### src/design/flash_reset_defs.vh
`ifndef FLASH_RESET_DEFS_VH
`define FLASH_RESET_DEFS_VH

// instruction codes
`define OP_RESET_ENABLE   8'h66
`define OP_RESET          8'h99
`define OP_WRITE_ENABLE   8'h06
`define OP_VOL_WR_ENABLE  8'h50
`define OP_WRITE_STATUS   8'h01

// continuous 0-4-4 mode bits
`define MODE_BITS_STAY    8'hA5
`define MODE_BITS_EXIT    8'h00

// interface width codes
`define WIDTH_SINGLE      2'h0
`define WIDTH_DUAL        2'h1
`define WIDTH_QUAD        2'h2

// parameter table doubleword fields
`define PT_ENTER_4B       8'h80
`define PT_EXIT_4B        10'h300
`define PT_SOFT_RESET     6'h30
`define PT_RFU_BIT7       1'h1
`define PT_SR1_WREN       7'h68

// status register 1 writable field
`define SR1_WR_MSB        7
`define SR1_WR_LSB        2

// reset timing
`define CLK_PERIOD_NS     10
`define T_RST_NS          10000
`define T_RST_CYCLES      (`T_RST_NS / `CLK_PERIOD_NS)

`endif

### src/design/spi_byte_rx.v
`timescale 1ns/10ps
`include "flash_reset_defs.vh"

module spi_byte_rx
(
	// clock and reset
	input  wire       i_mclk,
	input  wire       i_rst,
	// filtered link
	input  wire       i_frame,
	input  wire       i_sclk_rise,
	input  wire [1:0] i_width,
	input  wire [3:0] i_io,
	// assembled bytes
	output reg        o_byte_stb,
	output reg  [7:0] o_byte
);

	reg [7:0] shift_reg;
	reg [7:0] shift_next;
	reg [3:0] bits_reg;
	reg [3:0] bits_next;

	// shift 1, 2 or 4 bits per clock, msb first
	always @*
	begin
		case (i_width)
			`WIDTH_DUAL:
			begin
				shift_next = {shift_reg[5:0], i_io[1:0]};
				bits_next  = bits_reg + 4'h2;
			end
			`WIDTH_QUAD:
			begin
				shift_next = {shift_reg[3:0], i_io};
				bits_next  = bits_reg + 4'h4;
			end
			default:
			begin
				shift_next = {shift_reg[6:0], i_io[0]};
				bits_next  = bits_reg + 4'h1;
			end
		endcase
	end

	// partial byte is dropped when the frame ends
	always @(posedge i_mclk)
	begin
		if (i_rst || !i_frame)
		begin
			shift_reg  <= 8'h00;
			bits_reg   <= 4'h0;
			o_byte_stb <= 1'b0;
			o_byte     <= 8'h00;
		end
		else if (i_sclk_rise)
		begin
			if (bits_next >= 4'h8)
			begin
				o_byte_stb <= 1'b1;
				o_byte     <= shift_next;
				bits_reg   <= 4'h0;
				shift_reg  <= 8'h00;
			end
			else
			begin
				o_byte_stb <= 1'b0;
				bits_reg   <= bits_next;
				shift_reg  <= shift_next;
			end
		end
		else
			o_byte_stb <= 1'b0;
	end

endmodule // spi_byte_rx

### src/design/flash_reset_ctrl.v
// Function
// - table reports entering four-byte addressing as not supported.
// - table reports every four-byte exit method as not supported.
// - reset happens only after reset-enable then reset, in order.
// - reset pair accepted on one, two or four lines per width.
// - status register 1 loads from its non-volatile copy at power-up.
// - write-enable precedes a status write to the non-volatile copy.
// - volatile write-enable makes next status write touch volatile copy only.
// - about ten microseconds of reset, no command accepted meanwhile.
// - mode bits of zero end 0-4-4 mode when the read finishes.
`timescale 1ns/10ps
`include "flash_reset_defs.vh"

module flash_reset_ctrl
#(
	parameter RST_CYCLES = `T_RST_CYCLES
)
(
	// clock and reset
	input  wire        i_mclk,
	input  wire        i_rst,
	// spi pins
	input  wire        i_sclk,
	input  wire        i_cs_n,
	input  wire [3:0]  i_io,
	// device context
	input  wire [1:0]  i_width,
	input  wire [7:0]  i_nv_sr1,
	input  wire        i_mode_bits_stb,
	input  wire [7:0]  i_mode_bits,
	input  wire        i_read_done,
	// results
	output reg  [31:0] o_param_dword,
	output reg  [7:0]  o_sr1,
	output reg         o_wel,
	output reg         o_vwel,
	output reg         o_nv_write,
	output reg  [7:0]  o_nv_data,
	output reg         o_soft_reset,
	output reg         o_busy,
	output reg         o_xip,
	output reg         o_cmd_stb,
	output reg  [7:0]  o_cmd_code
);

	localparam ST_LOAD = 2'h0;
	localparam ST_IDLE = 2'h1;
	localparam ST_RST  = 2'h2;

	// pin idle levels: cs_n high, the rest low, so no false frame after reset
	localparam [5:0] PIN_IDLE = 6'h10;

	// synchronisers: sclk, cs_n, io[3:0]
	wire [5:0] pin_raw = {i_sclk, i_cs_n, i_io};
	reg  [5:0] s1_reg;
	reg  [5:0] s2_reg;
	reg  [5:0] s3_reg;
	reg  [5:0] filt_reg;

	genvar g;
	generate
		for (g = 0; g < 6; g = g + 1)
		begin : g_sync
			// a change counts only once stages two and three agree
			always @(posedge i_mclk)
			begin
				if (i_rst)
				begin
					s1_reg[g]   <= PIN_IDLE[g];
					s2_reg[g]   <= PIN_IDLE[g];
					s3_reg[g]   <= PIN_IDLE[g];
					filt_reg[g] <= PIN_IDLE[g];
				end
				else
				begin
					s1_reg[g] <= pin_raw[g];
					s2_reg[g] <= s1_reg[g];
					s3_reg[g] <= s2_reg[g];
					if (s2_reg[g] == s3_reg[g])
						filt_reg[g] <= s3_reg[g];
				end
			end
		end
	endgenerate

	reg        sclk_d_reg;
	reg        frame_d_reg;
	wire       frame     = ~filt_reg[4];
	wire       sclk_rise = filt_reg[5] & ~sclk_d_reg;
	wire       frame_end = frame_d_reg & ~frame;
	wire       byte_stb;
	wire [7:0] byte_val;

	spi_byte_rx u_rx
	(
		.i_mclk      (i_mclk),
		.i_rst       (i_rst),
		.i_frame     (frame),
		.i_sclk_rise (sclk_rise),
		.i_width     (i_width),
		.i_io        (filt_reg[3:0]),
		.o_byte_stb  (byte_stb),
		.o_byte      (byte_val)
	);

	reg [1:0]  state_reg;
	reg [31:0] cnt_reg;
	reg [7:0]  op_reg;
	reg [7:0]  data_reg;
	reg [1:0]  nbytes_reg;
	reg        xip_frame_reg;
	reg        armed_reg;
	reg        exit_pend_reg;
	reg        drop_reg;

	wire [31:0] rst_last = RST_CYCLES - 1;
	wire        idle     = state_reg == ST_IDLE;

	// edge history of filtered pins
	always @(posedge i_mclk)
	begin
		if (i_rst)
		begin
			sclk_d_reg  <= 1'b0;
			frame_d_reg <= 1'b0;
		end
		else
		begin
			sclk_d_reg  <= filt_reg[5];
			frame_d_reg <= frame;
		end
	end

	// byte capture; a frame opened while busy is discarded whole
	always @(posedge i_mclk)
	begin
		if (i_rst)
		begin
			op_reg        <= 8'h00;
			data_reg      <= 8'h00;
			nbytes_reg    <= 2'h0;
			xip_frame_reg <= 1'b0;
			drop_reg      <= 1'b0;
		end
		else if (frame && !frame_d_reg)
		begin
			op_reg        <= 8'h00;
			data_reg      <= 8'h00;
			nbytes_reg    <= 2'h0;
			xip_frame_reg <= o_xip;
			// late bytes of such a frame would pose as an opcode
			drop_reg      <= o_busy;
		end
		else if (byte_stb && idle && !drop_reg)
		begin
			if (nbytes_reg == 2'h0)
				op_reg <= byte_val;
			if (nbytes_reg == 2'h1)
				data_reg <= byte_val;
			if (nbytes_reg != 2'h3)
				nbytes_reg <= nbytes_reg + 2'h1;
		end
	end

	// in 0-4-4 mode the first byte is address, never an opcode
	wire cmd_done = frame_end && idle && !xip_frame_reg && nbytes_reg != 2'h0;
	wire single   = nbytes_reg == 2'h1;

	// command execution and reset sequencing
	always @(posedge i_mclk)
	begin
		if (i_rst)
		begin
			state_reg     <= ST_LOAD;
			cnt_reg       <= 32'h0;
			armed_reg     <= 1'b0;
			o_param_dword <= 32'h0;
			o_sr1         <= 8'h00;
			o_wel         <= 1'b0;
			o_vwel        <= 1'b0;
			o_nv_write    <= 1'b0;
			o_nv_data     <= 8'h00;
			o_soft_reset  <= 1'b0;
			o_busy        <= 1'b1;
			o_cmd_stb     <= 1'b0;
			o_cmd_code    <= 8'h00;
		end
		else
		begin
			o_nv_write   <= 1'b0;
			o_soft_reset <= 1'b0;
			o_cmd_stb    <= 1'b0;
			// fixed capability fields
			o_param_dword <= {`PT_ENTER_4B, `PT_EXIT_4B,
				`PT_SOFT_RESET, `PT_RFU_BIT7, `PT_SR1_WREN};
			case (state_reg)
				ST_LOAD:
				begin
					// volatile copy taken from stored value after reset
					o_sr1     <= {i_nv_sr1[7:2], 2'b00};
					o_wel     <= 1'b0;
					o_vwel    <= 1'b0;
					armed_reg <= 1'b0;
					o_busy    <= 1'b0;
					state_reg <= ST_IDLE;
				end
				ST_IDLE:
				begin
					if (cmd_done)
					begin
						// anything but a lone 66h byte leaves reset disarmed
						armed_reg <= single && op_reg == `OP_RESET_ENABLE;
						if (single && op_reg == `OP_RESET && armed_reg)
						begin
							o_soft_reset <= 1'b1;
							o_busy       <= 1'b1;
							cnt_reg      <= 32'h0;
							state_reg    <= ST_RST;
						end
						else if (single && op_reg == `OP_WRITE_ENABLE)
							o_wel <= 1'b1;
						else if (single && op_reg == `OP_VOL_WR_ENABLE)
							o_vwel <= 1'b1;
						else if (op_reg == `OP_WRITE_STATUS && !single)
						begin
							if (o_vwel)
							begin
								// volatile only, stored copy untouched
								o_sr1[`SR1_WR_MSB:`SR1_WR_LSB] <=
									data_reg[`SR1_WR_MSB:`SR1_WR_LSB];
								o_vwel <= 1'b0;
							end
							else if (o_wel)
							begin
								o_sr1[`SR1_WR_MSB:`SR1_WR_LSB] <=
									data_reg[`SR1_WR_MSB:`SR1_WR_LSB];
								o_nv_write <= 1'b1;
								o_nv_data  <= {data_reg[7:2], 2'b00};
								o_wel      <= 1'b0;
							end
						end
						else if (op_reg != `OP_RESET_ENABLE &&
							op_reg != `OP_RESET)
						begin
							o_cmd_stb  <= 1'b1;
							o_cmd_code <= op_reg;
						end
					end
				end
				ST_RST:
				begin
					// no command taken until the count runs out
					if (cnt_reg >= rst_last)
						state_reg <= ST_LOAD;
					else
						cnt_reg <= cnt_reg + 32'h1;
				end
				default:
					state_reg <= ST_LOAD;
			endcase
		end
	end

	// continuous 0-4-4 mode, steered by mode bits of each read
	always @(posedge i_mclk)
	begin
		if (i_rst || o_soft_reset)
		begin
			o_xip         <= 1'b0;
			exit_pend_reg <= 1'b1;
		end
		else
		begin
			if (i_mode_bits_stb)
				exit_pend_reg <= i_mode_bits != `MODE_BITS_STAY;
			// mode ends only when the current read finishes
			if (i_read_done)
				o_xip <= !(i_mode_bits_stb ?
					i_mode_bits != `MODE_BITS_STAY : exit_pend_reg);
		end
	end

endmodule // flash_reset_ctrl

### config.mk
export PLATFORM = sky130hd
export DESIGN_NAME = flash_reset_ctrl
export DESIGN_NICKNAME = d
export VERILOG_FILES = /design/src/design/spi_byte_rx.v /design/src/design/flash_reset_ctrl.v
export VERILOG_INCLUDE_DIRS = /design/src /design/src/design
export SDC_FILE = /design/constraint.sdc
export NUM_CORES = 1
export LEC_CHECK = 0
export ABC_CLOCK_PERIOD_IN_PS = 2950
export BUFFER_PORTS_ARGS = -buffer_cell sky130_fd_sc_hd__buf_2
export CORE_MARGIN = 4
export CORE_UTILIZATION = 45
export CTS_CLUSTER_DIAMETER = 200
export DETAILED_ROUTE_END_ITERATION = 8
export GPL_ROUTABILITY_DRIVEN = 0
export PLACE_DENSITY = 0.66
export SETUP_SLACK_MARGIN = 0.1
export SLEW_MARGIN = 30
export SYNTH_ARGS = -nofsm -noshare
export SYNTH_HDL_FRONTEND = slang
export SYNTH_HIERARCHICAL = 1
export SYNTH_SLANG_ARGS = --single-unit
### constraint.sdc
create_clock -name i_mclk -period 2.95 [get_ports i_mclk]
set_clock_uncertainty 0.1 [all_clocks]
set_input_delay 0.295 -clock i_mclk [delete_from_list [all_inputs] [get_ports i_mclk]]
set_output_delay 0.295 -clock i_mclk [all_outputs]
set_load 0.005 [all_outputs]
==> run metrics, run 1 <==
total grt overflow=0; crit path time final=2.465 ns; CTS Root Cell=clkbuf_16; Avg Cell Area, Syn=roughly 9.5 µm²; DR WL/cell=14.02 µm; EDFF count, synth=0; asr flop ratio synth=0; CP required=roughly 3.2 ns; drt pass-1 iters=5; Max Fclk=405.7 MHz; initial antenna violation count=0; Final #Nets=670; routed wire length=11040 µm; Tightest Pin Transition=0.7022 ns; largest net degree at the start of global routing=43; synthesized instance count=~570; area grow syn2layout=18.02%; register area share after synthesis=0.4707; fin crit share=0.8356; Setup crit end kind=flip-flop; Die H=118.0 µm; power per cell area=roughly 660 nW/µm²; initial core utilization=0.4688; Longest Clk Path Bufs=2; cells along the critical path=ha_1, a211oi_1, nor3b_1, or3_1, or4_1, a21oi_1; worst-path fanout max=13; ys flop type=dfxtp_1; post-DP HPWL=approximately 7600 µm; startpoint types=flip-flop; Die ar.=roughly 14000 µm²; Ant. Diodes=0; setup slack after layout=0.4851 ns; clock latency on the worst-skew pair=between 0.4 and 0.5 ns; chip width=118.0 µm; combinational power share=0.036; maximum VDD drop=between 0.0003 and 0.0004 V; final core utilization=0.5532; final hold vios=0; sequential share of power=0.415; Hold/Removal Path Class=primary input to flip-flop; vias per cell=5.233; post-CTS setup buffers=0; critical path's slowest cell=or3_1; H-Tree Depth=4; commonest non-fill, non-tap cells in the layout=128 x dfxtp_1, 61 x buf_2, 45 x nor2_1, 44 x a21oi_1, 34 x nand2_1; Worst path max stage delay=a little under 0.6 ns; Final ANT Viol Nets=0; outcome=completed; sw power=0.8537 mW; Power, Total=between 4 and 5 mW; yosys warns=6; Setup-failing EPs final=0; max cap viols=0; total CTS buffers=17; Syn Std Cell Area=5444 µm²; IO buf count=61; clock network fraction of design power=0.550; first-pass GRT wire length=roughly 19000 µm; Core Area=11610 µm²; max-slew violation count=0; share of post-route cells with drive strength above 1=0.1988; internal power=approximately 3.4 mW; arrival time worst endpoint=2.70 ns; max reg flops=32; Max-slew headroom=0.5318; Setup Slack @ Placement=roughly 0.41 ns; row count=39; post-synthesis register bit count=128; CTS tree=built; # clock sinks=around 130; commonest non-fill, non-tap cell in the layout=dfxtp_1; vias post-DR=just over 4000; Setup TNS=0 ns; Setup CP Type=flip-flop to flip-flop; DRT iter0 DRCs=about 250; unrepaired setup endpoints after global routing=false; post_cts resized=0; # DRC=0; # IOs=91; clk slew on worst S/H paths=0.06 ns; count of different cell masters after synthesis=71; gr usage total=0.1658; vias in the first global route=4049; sw frac=0.2012; Filler cells=slightly above 1000; Leak=between 2 and 3 nW
[layout make-up]
cell class / instances / area (µm²) / share of cell area
Sequential cell: 128 / 2562 / 0.3988
Clock buffer: 17 / 425.4 / 0.06621
Timing Repair Buffer: 77 / 440.4 / 0.06855
Clock inverter: 14 / 240.2 / 0.03739
Tap cell: 143 / 178.9 / 0.02785
Inverter: 9 / 33.78 / 0.005258
Multi-Input combinational cell: 399 / 2544 / 0.3959
[metal layers]
metal	GRT usage	vias up	part of all wire
met2	0.2785	98	0.49
met5	0	-	0
met1	0.2017	1922	0.45
li1	-	2085	-
met4	0.04615	0	0.011
met3	0.05766	13	0.049
[power groups by stage]
| stage | logic (mW) | registers, mW | clock network (mW) |
|---|---|---|---|
| after detailed placement | 0.144 | 1.80 | 0 |
| after CTS | 0.151 | 1.76 | 2.38 |
| after global placement | 0.141 | 1.80 | 0 |
| after global routing | 0.169 | 1.76 | 2.47 |
| after floorplan | 0.132 | 1.79 | 0 |
| final | 0.151 | 1.76 | 2.33 |
[cell usage after synthesis (3+ instances only)]
library cell / number / area, µm²
a22oi_1: 9 / 67.56
mux2i_1: 29 / 290.3
nand4_1: 7 / 43.79
or4_1: 3 / 22.52
nand3_1: 28 / 140.1
nor2b_1: 20 / 125.1
nand2b_1: 3 / 18.77
a21oi_1: 44 / 220.2
dfxtp_1: 128 / 2562
ha_1: 10 / 125.1
buf_1: 4 / 15.01
inv_1: 9 / 33.78
nor3_1: 11 / 55.05
and2_1: 24 / 150.1
nor4bb_1: 3 / 30.03
nor2_1: 45 / 168.9
or3_1: 4 / 25.02
nor4_1: 9 / 56.30
nor3b_1: 4 / 30.03
or2_2: 5 / 31.28
a311oi_2: 4 / 60.06
clkbuf_1: 17 / 63.81
buf_4: 38 / 285.3
nand2_1: 34 / 127.6
xnor2_1: 3 / 26.28
o21ai_0: 27 / 135.1
[worst paths after layout]
kind | start | to | slack, ns | depth (start not counted)
setup / recovery | cnt_reg[0]$_SDFFE_PP0P_ | cnt_reg[7]$_SDFFE_PP0P_ | 0.49 | 6
setup reg to reg | cnt_reg[0]$_SDFFE_PP0P_ | cnt_reg[7]$_SDFFE_PP0P_ | 0.49 | 6
hold reg to reg | s1_reg[4]$_SDFF_PP1_ | s2_reg[4]$_SDFF_PP1_ | 0.32 | 1
hold / removal | i_sclk | s1_reg[5]$_SDFF_PP0_ | 0.03 | 2
[cells by family after synthesis]
family / synth area share
simple gates: 0.2257
flops: 0.4707
mux: 0.05332
compound gates: 0.1384
xor+xnor: 0.006436
buf+inv: 0.08182
other cells: 0.0006888
fa+ha+maj: 0.02298
[critical path, delay by kind of cell, from the launching register on]
family,cells,cell delay [ns]
AOI/OAI and AO/OA,2,0.41
adders and majority gates,1,0.28
DFF,1,0.35
and+or+nand+nor,3,1.26
[what timing repair did]
item | 4_1_cts | 5_1_grt
hold endpoints to repair | 6 | 0
endpoints found under the setup margin | 0 | 0
hold buffers | 6 | 0
[stage by stage]
step | instances | cell area, µm² | hold slack [ns]
after floorplan | 600 | 5542 | 0.2895
after global placement | 750 | 5689 | 0.3051
after detailed placement | 750 | 5693 | 0.3097
after CTS | 787 | 6419 | 0.01196
after global routing | 787 | 6425 | 0.04929
final | 787 | 6425 | 0.02804
Power figures use the tool's default switching activity.
==> run 2, diff against run 1 <==
--- a/config.mk
+++ b/config.mk
@@ -6,14 +6,14 @@
 export SDC_FILE = /design/constraint.sdc
 export NUM_CORES = 1
 export LEC_CHECK = 0
-export ABC_CLOCK_PERIOD_IN_PS = 2950
+export ABC_CLOCK_PERIOD_IN_PS = 2000
 export BUFFER_PORTS_ARGS = -buffer_cell sky130_fd_sc_hd__buf_2
 export CORE_MARGIN = 4
 export CORE_UTILIZATION = 45
 export CTS_CLUSTER_DIAMETER = 200
 export DETAILED_ROUTE_END_ITERATION = 8
 export GPL_ROUTABILITY_DRIVEN = 0
-export PLACE_DENSITY = 0.66
+export PLACE_DENSITY = 0.69
 export SETUP_SLACK_MARGIN = 0.1
 export SLEW_MARGIN = 30
 export SYNTH_ARGS = -nofsm -noshare
==> constraint.sdc (replaced) <==
create_clock -name i_mclk -period 2 [get_ports i_mclk]
set_clock_uncertainty 0.1 [all_clocks]
set_input_delay 0.2 -clock i_mclk [delete_from_list [all_inputs] [get_ports i_mclk]]
set_output_delay 0.2 -clock i_mclk [all_outputs]
set_load 0.005 [all_outputs]
==> run 2 against run 1 <==
Compared with the run above:
- the run now ends with negative setup slack left
- clock power grew 31%
- die area is the same
- worst setup slack lost 0.59 ns
- largest power group unchanged
- clock-buffer cell count is the same
- global-route usage grew 1.7 points
- maximum frequency grew 17%
- via count grew 7.0%
- sequential power grew 47%
- register-to-register slack lost 0.59 ns
- largest cell class is now multi-input combinational cells
==> run metrics, run 2 (synthesis gave the netlist of run 1 again) <==
H-Tree Depth=4 (unchanged); chip width=118.0 µm (unchanged); total CTS buffers=17 (unchanged); Die H=118.0 µm (unchanged); Final ANT Viol Nets=0 (unchanged); clk slew on worst S/H paths=0.05 ns (was 0.06 ns); Die ar.=13920 µm² (unchanged); Setup crit end kind=flip-flop (unchanged); Max Fclk=474.5 MHz (was 405.7 MHz); Filler cells=967 (was 1028); post-DP HPWL=8692 µm (was 7578 µm); CP required=2.19 ns (was 3.18 ns); vias post-DR=4405 (was 4118); Setup Slack @ Placement=-0.06963 ns (was 0.4124 ns); row count=39 (unchanged); failing checks=negative setup slack; vias per cell=5.232 (was 5.233); fin crit share=1.054 (was 0.8356); total grt overflow=0 (unchanged); DRT iter0 DRCs=378 (was 248); final hold vios=0 (unchanged); met2 Usage GRT=0.3094 (was 0.2785); Ant. Diodes=0 (unchanged); startpoint types=flip-flop (unchanged); crit path time final=2.107 ns (was 2.465 ns); Setup CP Type=flip-flop to flip-flop (unchanged); first-pass GRT wire length=20880 µm (was 19080 µm); clock latency on the worst-skew pair=0.41 ns (about the same); setup slack after layout=-0.1073 ns (was 0.4851 ns); max-slew violation count=0 (unchanged); met1 usage=0.2126 (was 0.2017); Longest Clk Path Bufs=2 (unchanged); share of post-route cells with drive strength above 1=0.3233 (was 0.1988); initial core utilization=0.4688 (unchanged); # clock sinks=128 (unchanged); power per cell area=829.8 nW/µm² (was 660.5 nW/µm²); DR WL/cell=15.16 µm (was 14.02 µm); # DRC=0 (unchanged); # IOs=91 (unchanged); Leak=2.886 nW (was 2.577 nW); arrival time worst endpoint=2.30 ns (was 2.70 ns); drt pass-1 iters=4 (was 5); Hold/Removal Path Class=primary input to flip-flop (unchanged); routed wire length=12760 µm (was 11040 µm); IO buf count=61 (unchanged); Core Area=11610 µm² (unchanged); commonest non-fill, non-tap cells in the layout=118 x dfxtp_1, 61 x buf_2, 48 x buf_4, 43 x nor2_1, 35 x a21oi_1 (was 128 x dfxtp_1, 61 x buf_2, 45 x nor2_1, 44 x a21oi_1, 34 x nand2_1); max reg flops=32 (unchanged); max cap viols=0 (unchanged); commonest non-fill, non-tap cell in the layout=dfxtp_1 (unchanged); gr usage total=0.1829 (was 0.1658); final core utilization=0.6168 (was 0.5532); Top Usage Layer GRT=met2 (unchanged); maximum VDD drop=0.0006056 V (was 0.0003660 V); met3 Usage GRT=0.05238 (was 0.05766); worst-path fanout max=5 (was 13); CTS tree=built (unchanged); unrepaired setup endpoints after global routing=true (was false); area grow syn2layout=31.58% (was 18.02%); outcome=complete, but fails checks (was completed); hold slack=0.06009 ns (was 0.02804 ns); Power, Total=5.944 mW (was 4.244 mW); Setup-failing EPs final=14 (was 0); Final #Nets=725 (was 670); CTS Root Cell=clkbuf_16 (unchanged); vias in the first global route=4370 (was 4049); initial antenna violation count=0 (unchanged); largest net degree at the start of global routing=31 (was 43)
run 2: per-layer routing:
| layer | up-vias | wire length [µm] |
|---|---|---|
| li1 | 2201 | - |
| met1 | 2077 | 5435 |
| met2 | 105 | 6565 |
| met3 | 22 | 489 |
| met4 | 0 | 272 |
| met5 | - | 0 |
run 2: path summary, 6_finish.rpt:
check / from / end / slack [ns] / cells past startpoint
min reg2reg: s1_reg[4]$_SDFF_PP1_ / s2_reg[4]$_SDFF_PP1_ / 0.31 / 1
max: nbytes_reg[1]$_SDFFE_PP0P_ / o_cmd_code[3]$_SDFFE_PP0P_ / -0.11 / 8
max reg2reg: nbytes_reg[1]$_SDFFE_PP0P_ / o_cmd_code[3]$_SDFFE_PP0P_ / -0.11 / 8
min: i_nv_sr1[2] / o_sr1[2]$_SDFFE_PP0P_ / 0.06 / 3
run 2: layout make-up:
type / count / area (µm²) / area share
Sequential cell: 128 / 2577 / 0.3598
Tap cell: 143 / 178.9 / 0.02498
Timing Repair Buffer: 132 / 954.7 / 0.1333
Multi-Input combinational cell: 399 / 2824 / 0.3942
Inverter: 9 / 33.78 / 0.004716
Clock inverter: 14 / 168.9 / 0.02358
Clock buffer: 17 / 425.4 / 0.05939
run 2: where the power goes:
part / internal (mW) / leakage (nW) / total [mW] / switching [mW]
Clock: 1.94 / 0.265 / 3.06 / 1.12
Sequential: 2.58 / 1.04 / 2.59 / 0.0176
Combinational: 0.132 / 1.58 / 0.286 / 0.154
Total: 4.65 / 2.89 / 5.94 / 1.29
run 2: through the flow:
step                      setup TNS, ns  instance area [µm²]  instances
after floorplan                       0                 5652        600
after global placement          -0.1710                 6118        787
after detailed placement        -0.6324                 6118        787
after CTS                       -0.6566                 6913        832
after global routing             -1.882                 7163        842
final                           -0.8940                 7163        842
run 2: repair_timing:
| item | CTS | global route |
|---|---|---|
| gates cloned | 0 | 4 |
| setup buffers | 6 | 6 |
| pin swaps | 16 | 25 |
| endpoints found under the hold margin | 8 | 0 |
| hold buffers | 8 | 0 |
| endpoints found under the setup margin | 47 | 76 |
| resized for setup | 15 | 43 |
run 2: critical path: stages (launching register included):
cell and delay [ns]:
dfxtp_2 0.33, inv_2 0.05, ha_4 0.17, or4b_4 0.48, a211o_1 0.31, o2111ai_4 0.10, clkbuf_16 0.20, mux2i_1 0.19
nor2_1 0.06
==> run 3, diff against run 2 <==
--- a/config.mk
+++ b/config.mk
@@ -9,11 +9,11 @@
 export ABC_CLOCK_PERIOD_IN_PS = 2000
 export BUFFER_PORTS_ARGS = -buffer_cell sky130_fd_sc_hd__buf_2
 export CORE_MARGIN = 4
-export CORE_UTILIZATION = 45
+export CORE_UTILIZATION = 47
 export CTS_CLUSTER_DIAMETER = 200
 export DETAILED_ROUTE_END_ITERATION = 8
 export GPL_ROUTABILITY_DRIVEN = 0
-export PLACE_DENSITY = 0.69
+export PLACE_DENSITY = 0.71
 export SETUP_SLACK_MARGIN = 0.1
 export SLEW_MARGIN = 30
 export SYNTH_ARGS = -nofsm -noshare
==> run 3 against run 2 <==
Compared with the run above:
- the run still ends with negative setup slack left
- clock power rose by 8.8%
- highest routed layer unchanged
- register-to-register slack barely moved
- sequential share of layout area barely moved
- cell count fell by 0.95%
- maximum frequency fell by 0.37%
- total power rose by 4.0%
- global-route usage rose by 0.65 points
- flip-flop and latch count did not move
==> run metrics, run 3 (synthesis gave the netlist of run 1 again) <==
outcome=complete, but fails checks (unchanged); failing checks=negative setup slack (unchanged); sequential share of power=0.420 (was 0.437); Hold/Removal Path Class=primary input to flip-flop (unchanged); clock latency on the worst-skew pair=0.41 ns (about the same); maximum VDD drop=0.0007496 V (was 0.0006056 V); Final ANT Viol Nets=0 (unchanged); clk slew on worst S/H paths=0.06 ns (was 0.05 ns); total grt overflow=0 (unchanged); CTS tree=built (unchanged); initial core utilization=0.4788 (was 0.4688); multi-input logic area=2846 µm² (was 2824 µm²); sw power=1.299 mW (was 1.292 mW); critical path's slowest cell=or4b_4 (unchanged); sw frac=0.2101 (was 0.2173); Tightest Pin Transition=0.6759 ns; total CTS buffers=17 (unchanged); share of post-route cells with drive strength above 1=0.3140 (was 0.3233); commonest non-fill, non-tap cell in the layout=dfxtp_1 (unchanged); power per cell area=863.1 nW/µm² (was 829.8 nW/µm²); CP endpoint=o_cmd_code[2]$_SDFFE_PP0P_ (was o_cmd_code[3]$_SDFFE_PP0P_); gr usage total=0.1894 (was 0.1829); chip width=115.6 µm (was 118.0 µm); internal power=4.884 mW (was 4.652 mW); initial antenna violation count=0 (unchanged); Power, Total=6.183 mW (was 5.944 mW); RR Endpoint=o_cmd_code[2]$_SDFFE_PP0P_ (was o_cmd_code[3]$_SDFFE_PP0P_); CTS Root Cell=clkbuf_16 (unchanged); drt pass-1 iters=5 (was 4); routed wire length=12800 µm (was 12760 µm); vias per cell=5.420 (was 5.232); Die H=115.6 µm (was 118.0 µm); arrival time worst endpoint=2.30 ns (about the same); Leak=2.871 nW (was 2.886 nW); Max Fclk=472.8 MHz (was 474.5 MHz); combinational power share=0.042 (was 0.048); H-Tree Depth=4 (unchanged); design area=7163 µm² (unchanged); reg2reg start=nbytes_reg[1]$_SDFFE_PP0P_ (unchanged); setup slack after layout=-0.1151 ns (was -0.1073 ns); crit path time final=2.115 ns (was 2.107 ns); unrepaired setup endpoints after global routing=true (unchanged); final core utilization=0.6300 (was 0.6168); worst-path fanout max=5 (unchanged); Cell Area, Placed=6077 µm² (was 6118 µm²); reg2reg setup slack=-0.12 ns (was -0.11 ns); Longest Clk Path Bufs=2 (unchanged); Die ar.=13370 µm² (was 13920 µm²); Worst path max stage delay=0.49 ns (was 0.48 ns); Setup Slack @ Placement=-0.08865 ns (was -0.06963 ns); Worst Setup SP=nbytes_reg[1]$_SDFFE_PP0P_ (unchanged); # clock sinks=128 (unchanged); # IOs=91 (unchanged); CP required=2.18 ns (was 2.19 ns); # DRC=0 (unchanged); Ant. Diodes=0 (unchanged); path depth of the worst reg2reg path=8 (unchanged); Max-slew headroom=0.5493; Filler cells=911 (was 967); max reg flops=32 (unchanged); Setup CP Type=flip-flop to flip-flop (unchanged); max cap viols=0 (unchanged); register area=2575 µm² (was 2577 µm²); post-DP HPWL=8391 µm (was 8692 µm); startpoint types=flip-flop (unchanged); fin crit share=1.058 (was 1.054); DR WL/cell=15.34 µm (was 15.16 µm); Setup-failing EPs final=12 (was 14); cells along the critical path=inv_2, ha_4, or4b_4, a211o_1, o2111ai_4, clkbuf_16, mux2i_1, nor2_1 (unchanged); row count=39 (unchanged); hold slack=0.06502 ns (was 0.06009 ns); Final #Nets=716 (was 725); area grow syn2layout=31.58% (unchanged); DRT iter0 DRCs=327 (was 378); first-pass GRT wire length=20420 µm (was 20880 µm); clock network fraction of design power=0.538 (was 0.515); vias post-DR=4520 (was 4405); final hold vios=0 (unchanged); largest net degree at the start of global routing=39 (was 31); Setup crit end kind=flip-flop (unchanged); vias in the first global route=4414 (was 4370); max-slew violation count=0 (unchanged); Core Area=11370 µm² (was 11610 µm²); IO buf count=61 (unchanged); commonest non-fill, non-tap cells in the layout=118 x dfxtp_1, 61 x buf_2, 44 x nor2_1, 41 x buf_4, 37 x a21oi_1 (was 118 x dfxtp_1, 61 x buf_2, 48 x buf_4, 43 x nor2_1, 35 x a21oi_1)
-- run 3: final cells by class --
cell class | count | area share
Sequential cell | 128 | 0.3595
Clock inverter | 12 | 0.02550
Inverter | 9 | 0.004716
Timing Repair Buffer | 123 | 0.1228
Clock buffer | 20 | 0.06515
Multi-Input combinational cell | 399 | 0.3974
Tap cell | 143 | 0.02498
-- run 3: per-stage QoR --
step,TNS [ns],std cells
final,-0.9064,834
after global routing,-3.235,834
after CTS,-0.6470,831
after detailed placement,-1.207,781
after global placement,-0.2426,781
after floorplan,0,600
-- run 3: what timing repair did --
| item | CTS | global route |
|---|---|---|
| endpoints found under the hold margin | 8 | 0 |
| gates cloned | 0 | 1 |
| resized for setup | 13 | 35 |
| setup buffers | 10 | 2 |
| hold buffers | 8 | 0 |
| endpoints found under the setup margin | 62 | 84 |
| pin swaps | 13 | 12 |
-- run 3: routing by layer --
metal / vias up / wire length, µm / track usage
met4: 0 / 150 / 0.04640
met3: 17 / 540 / 0.05535
li1: 2176 / - / -
met5: - / 0 / 0
met2: 128 / 6643 / 0.3383
met1: 2199 / 5460 / 0.2241
-- run 3: power by group through the flow --
stage	logic, mW	registers [mW]	clock network (mW)
floorplan	0.199	2.65	0
global placement	0.227	2.65	0
detailed placement	0.234	2.65	0
CTS	0.254	2.60	3.37
global route	0.289	2.60	3.51
finish	0.260	2.60	3.33
-- run 3: worst min-delay path by stage --
stage               depth (start not counted)  slack, ns                 start                         to
floorplan                                   1       0.20                 i_rst  o_param_dword[23]$_DFF_P_
global placement                            2       0.30                i_cs_n       s1_reg[4]$_SDFF_PP1_
detailed placement                          1       0.30  s1_reg[4]$_SDFF_PP1_       s2_reg[4]$_SDFF_PP1_
CTS                                         3       0.07           i_nv_sr1[2]      o_sr1[2]$_SDFFE_PP0P_
global route                                3       0.07           i_nv_sr1[2]      o_sr1[2]$_SDFFE_PP0P_
finish                                      3       0.07           i_nv_sr1[3]      o_sr1[3]$_SDFFE_PP0P_
-- run 3: critical path, delay by kind of cell, from the launching register on --
kind	cells	cell delay (ns)
AND/OR/NAND/NOR	2	0.54
AO/OA/AOI/OAI	2	0.41
flip-flops	1	0.33
buffers and inverters	2	0.25
multiplexers	1	0.19
adder cells (fa/ha/maj)	1	0.16
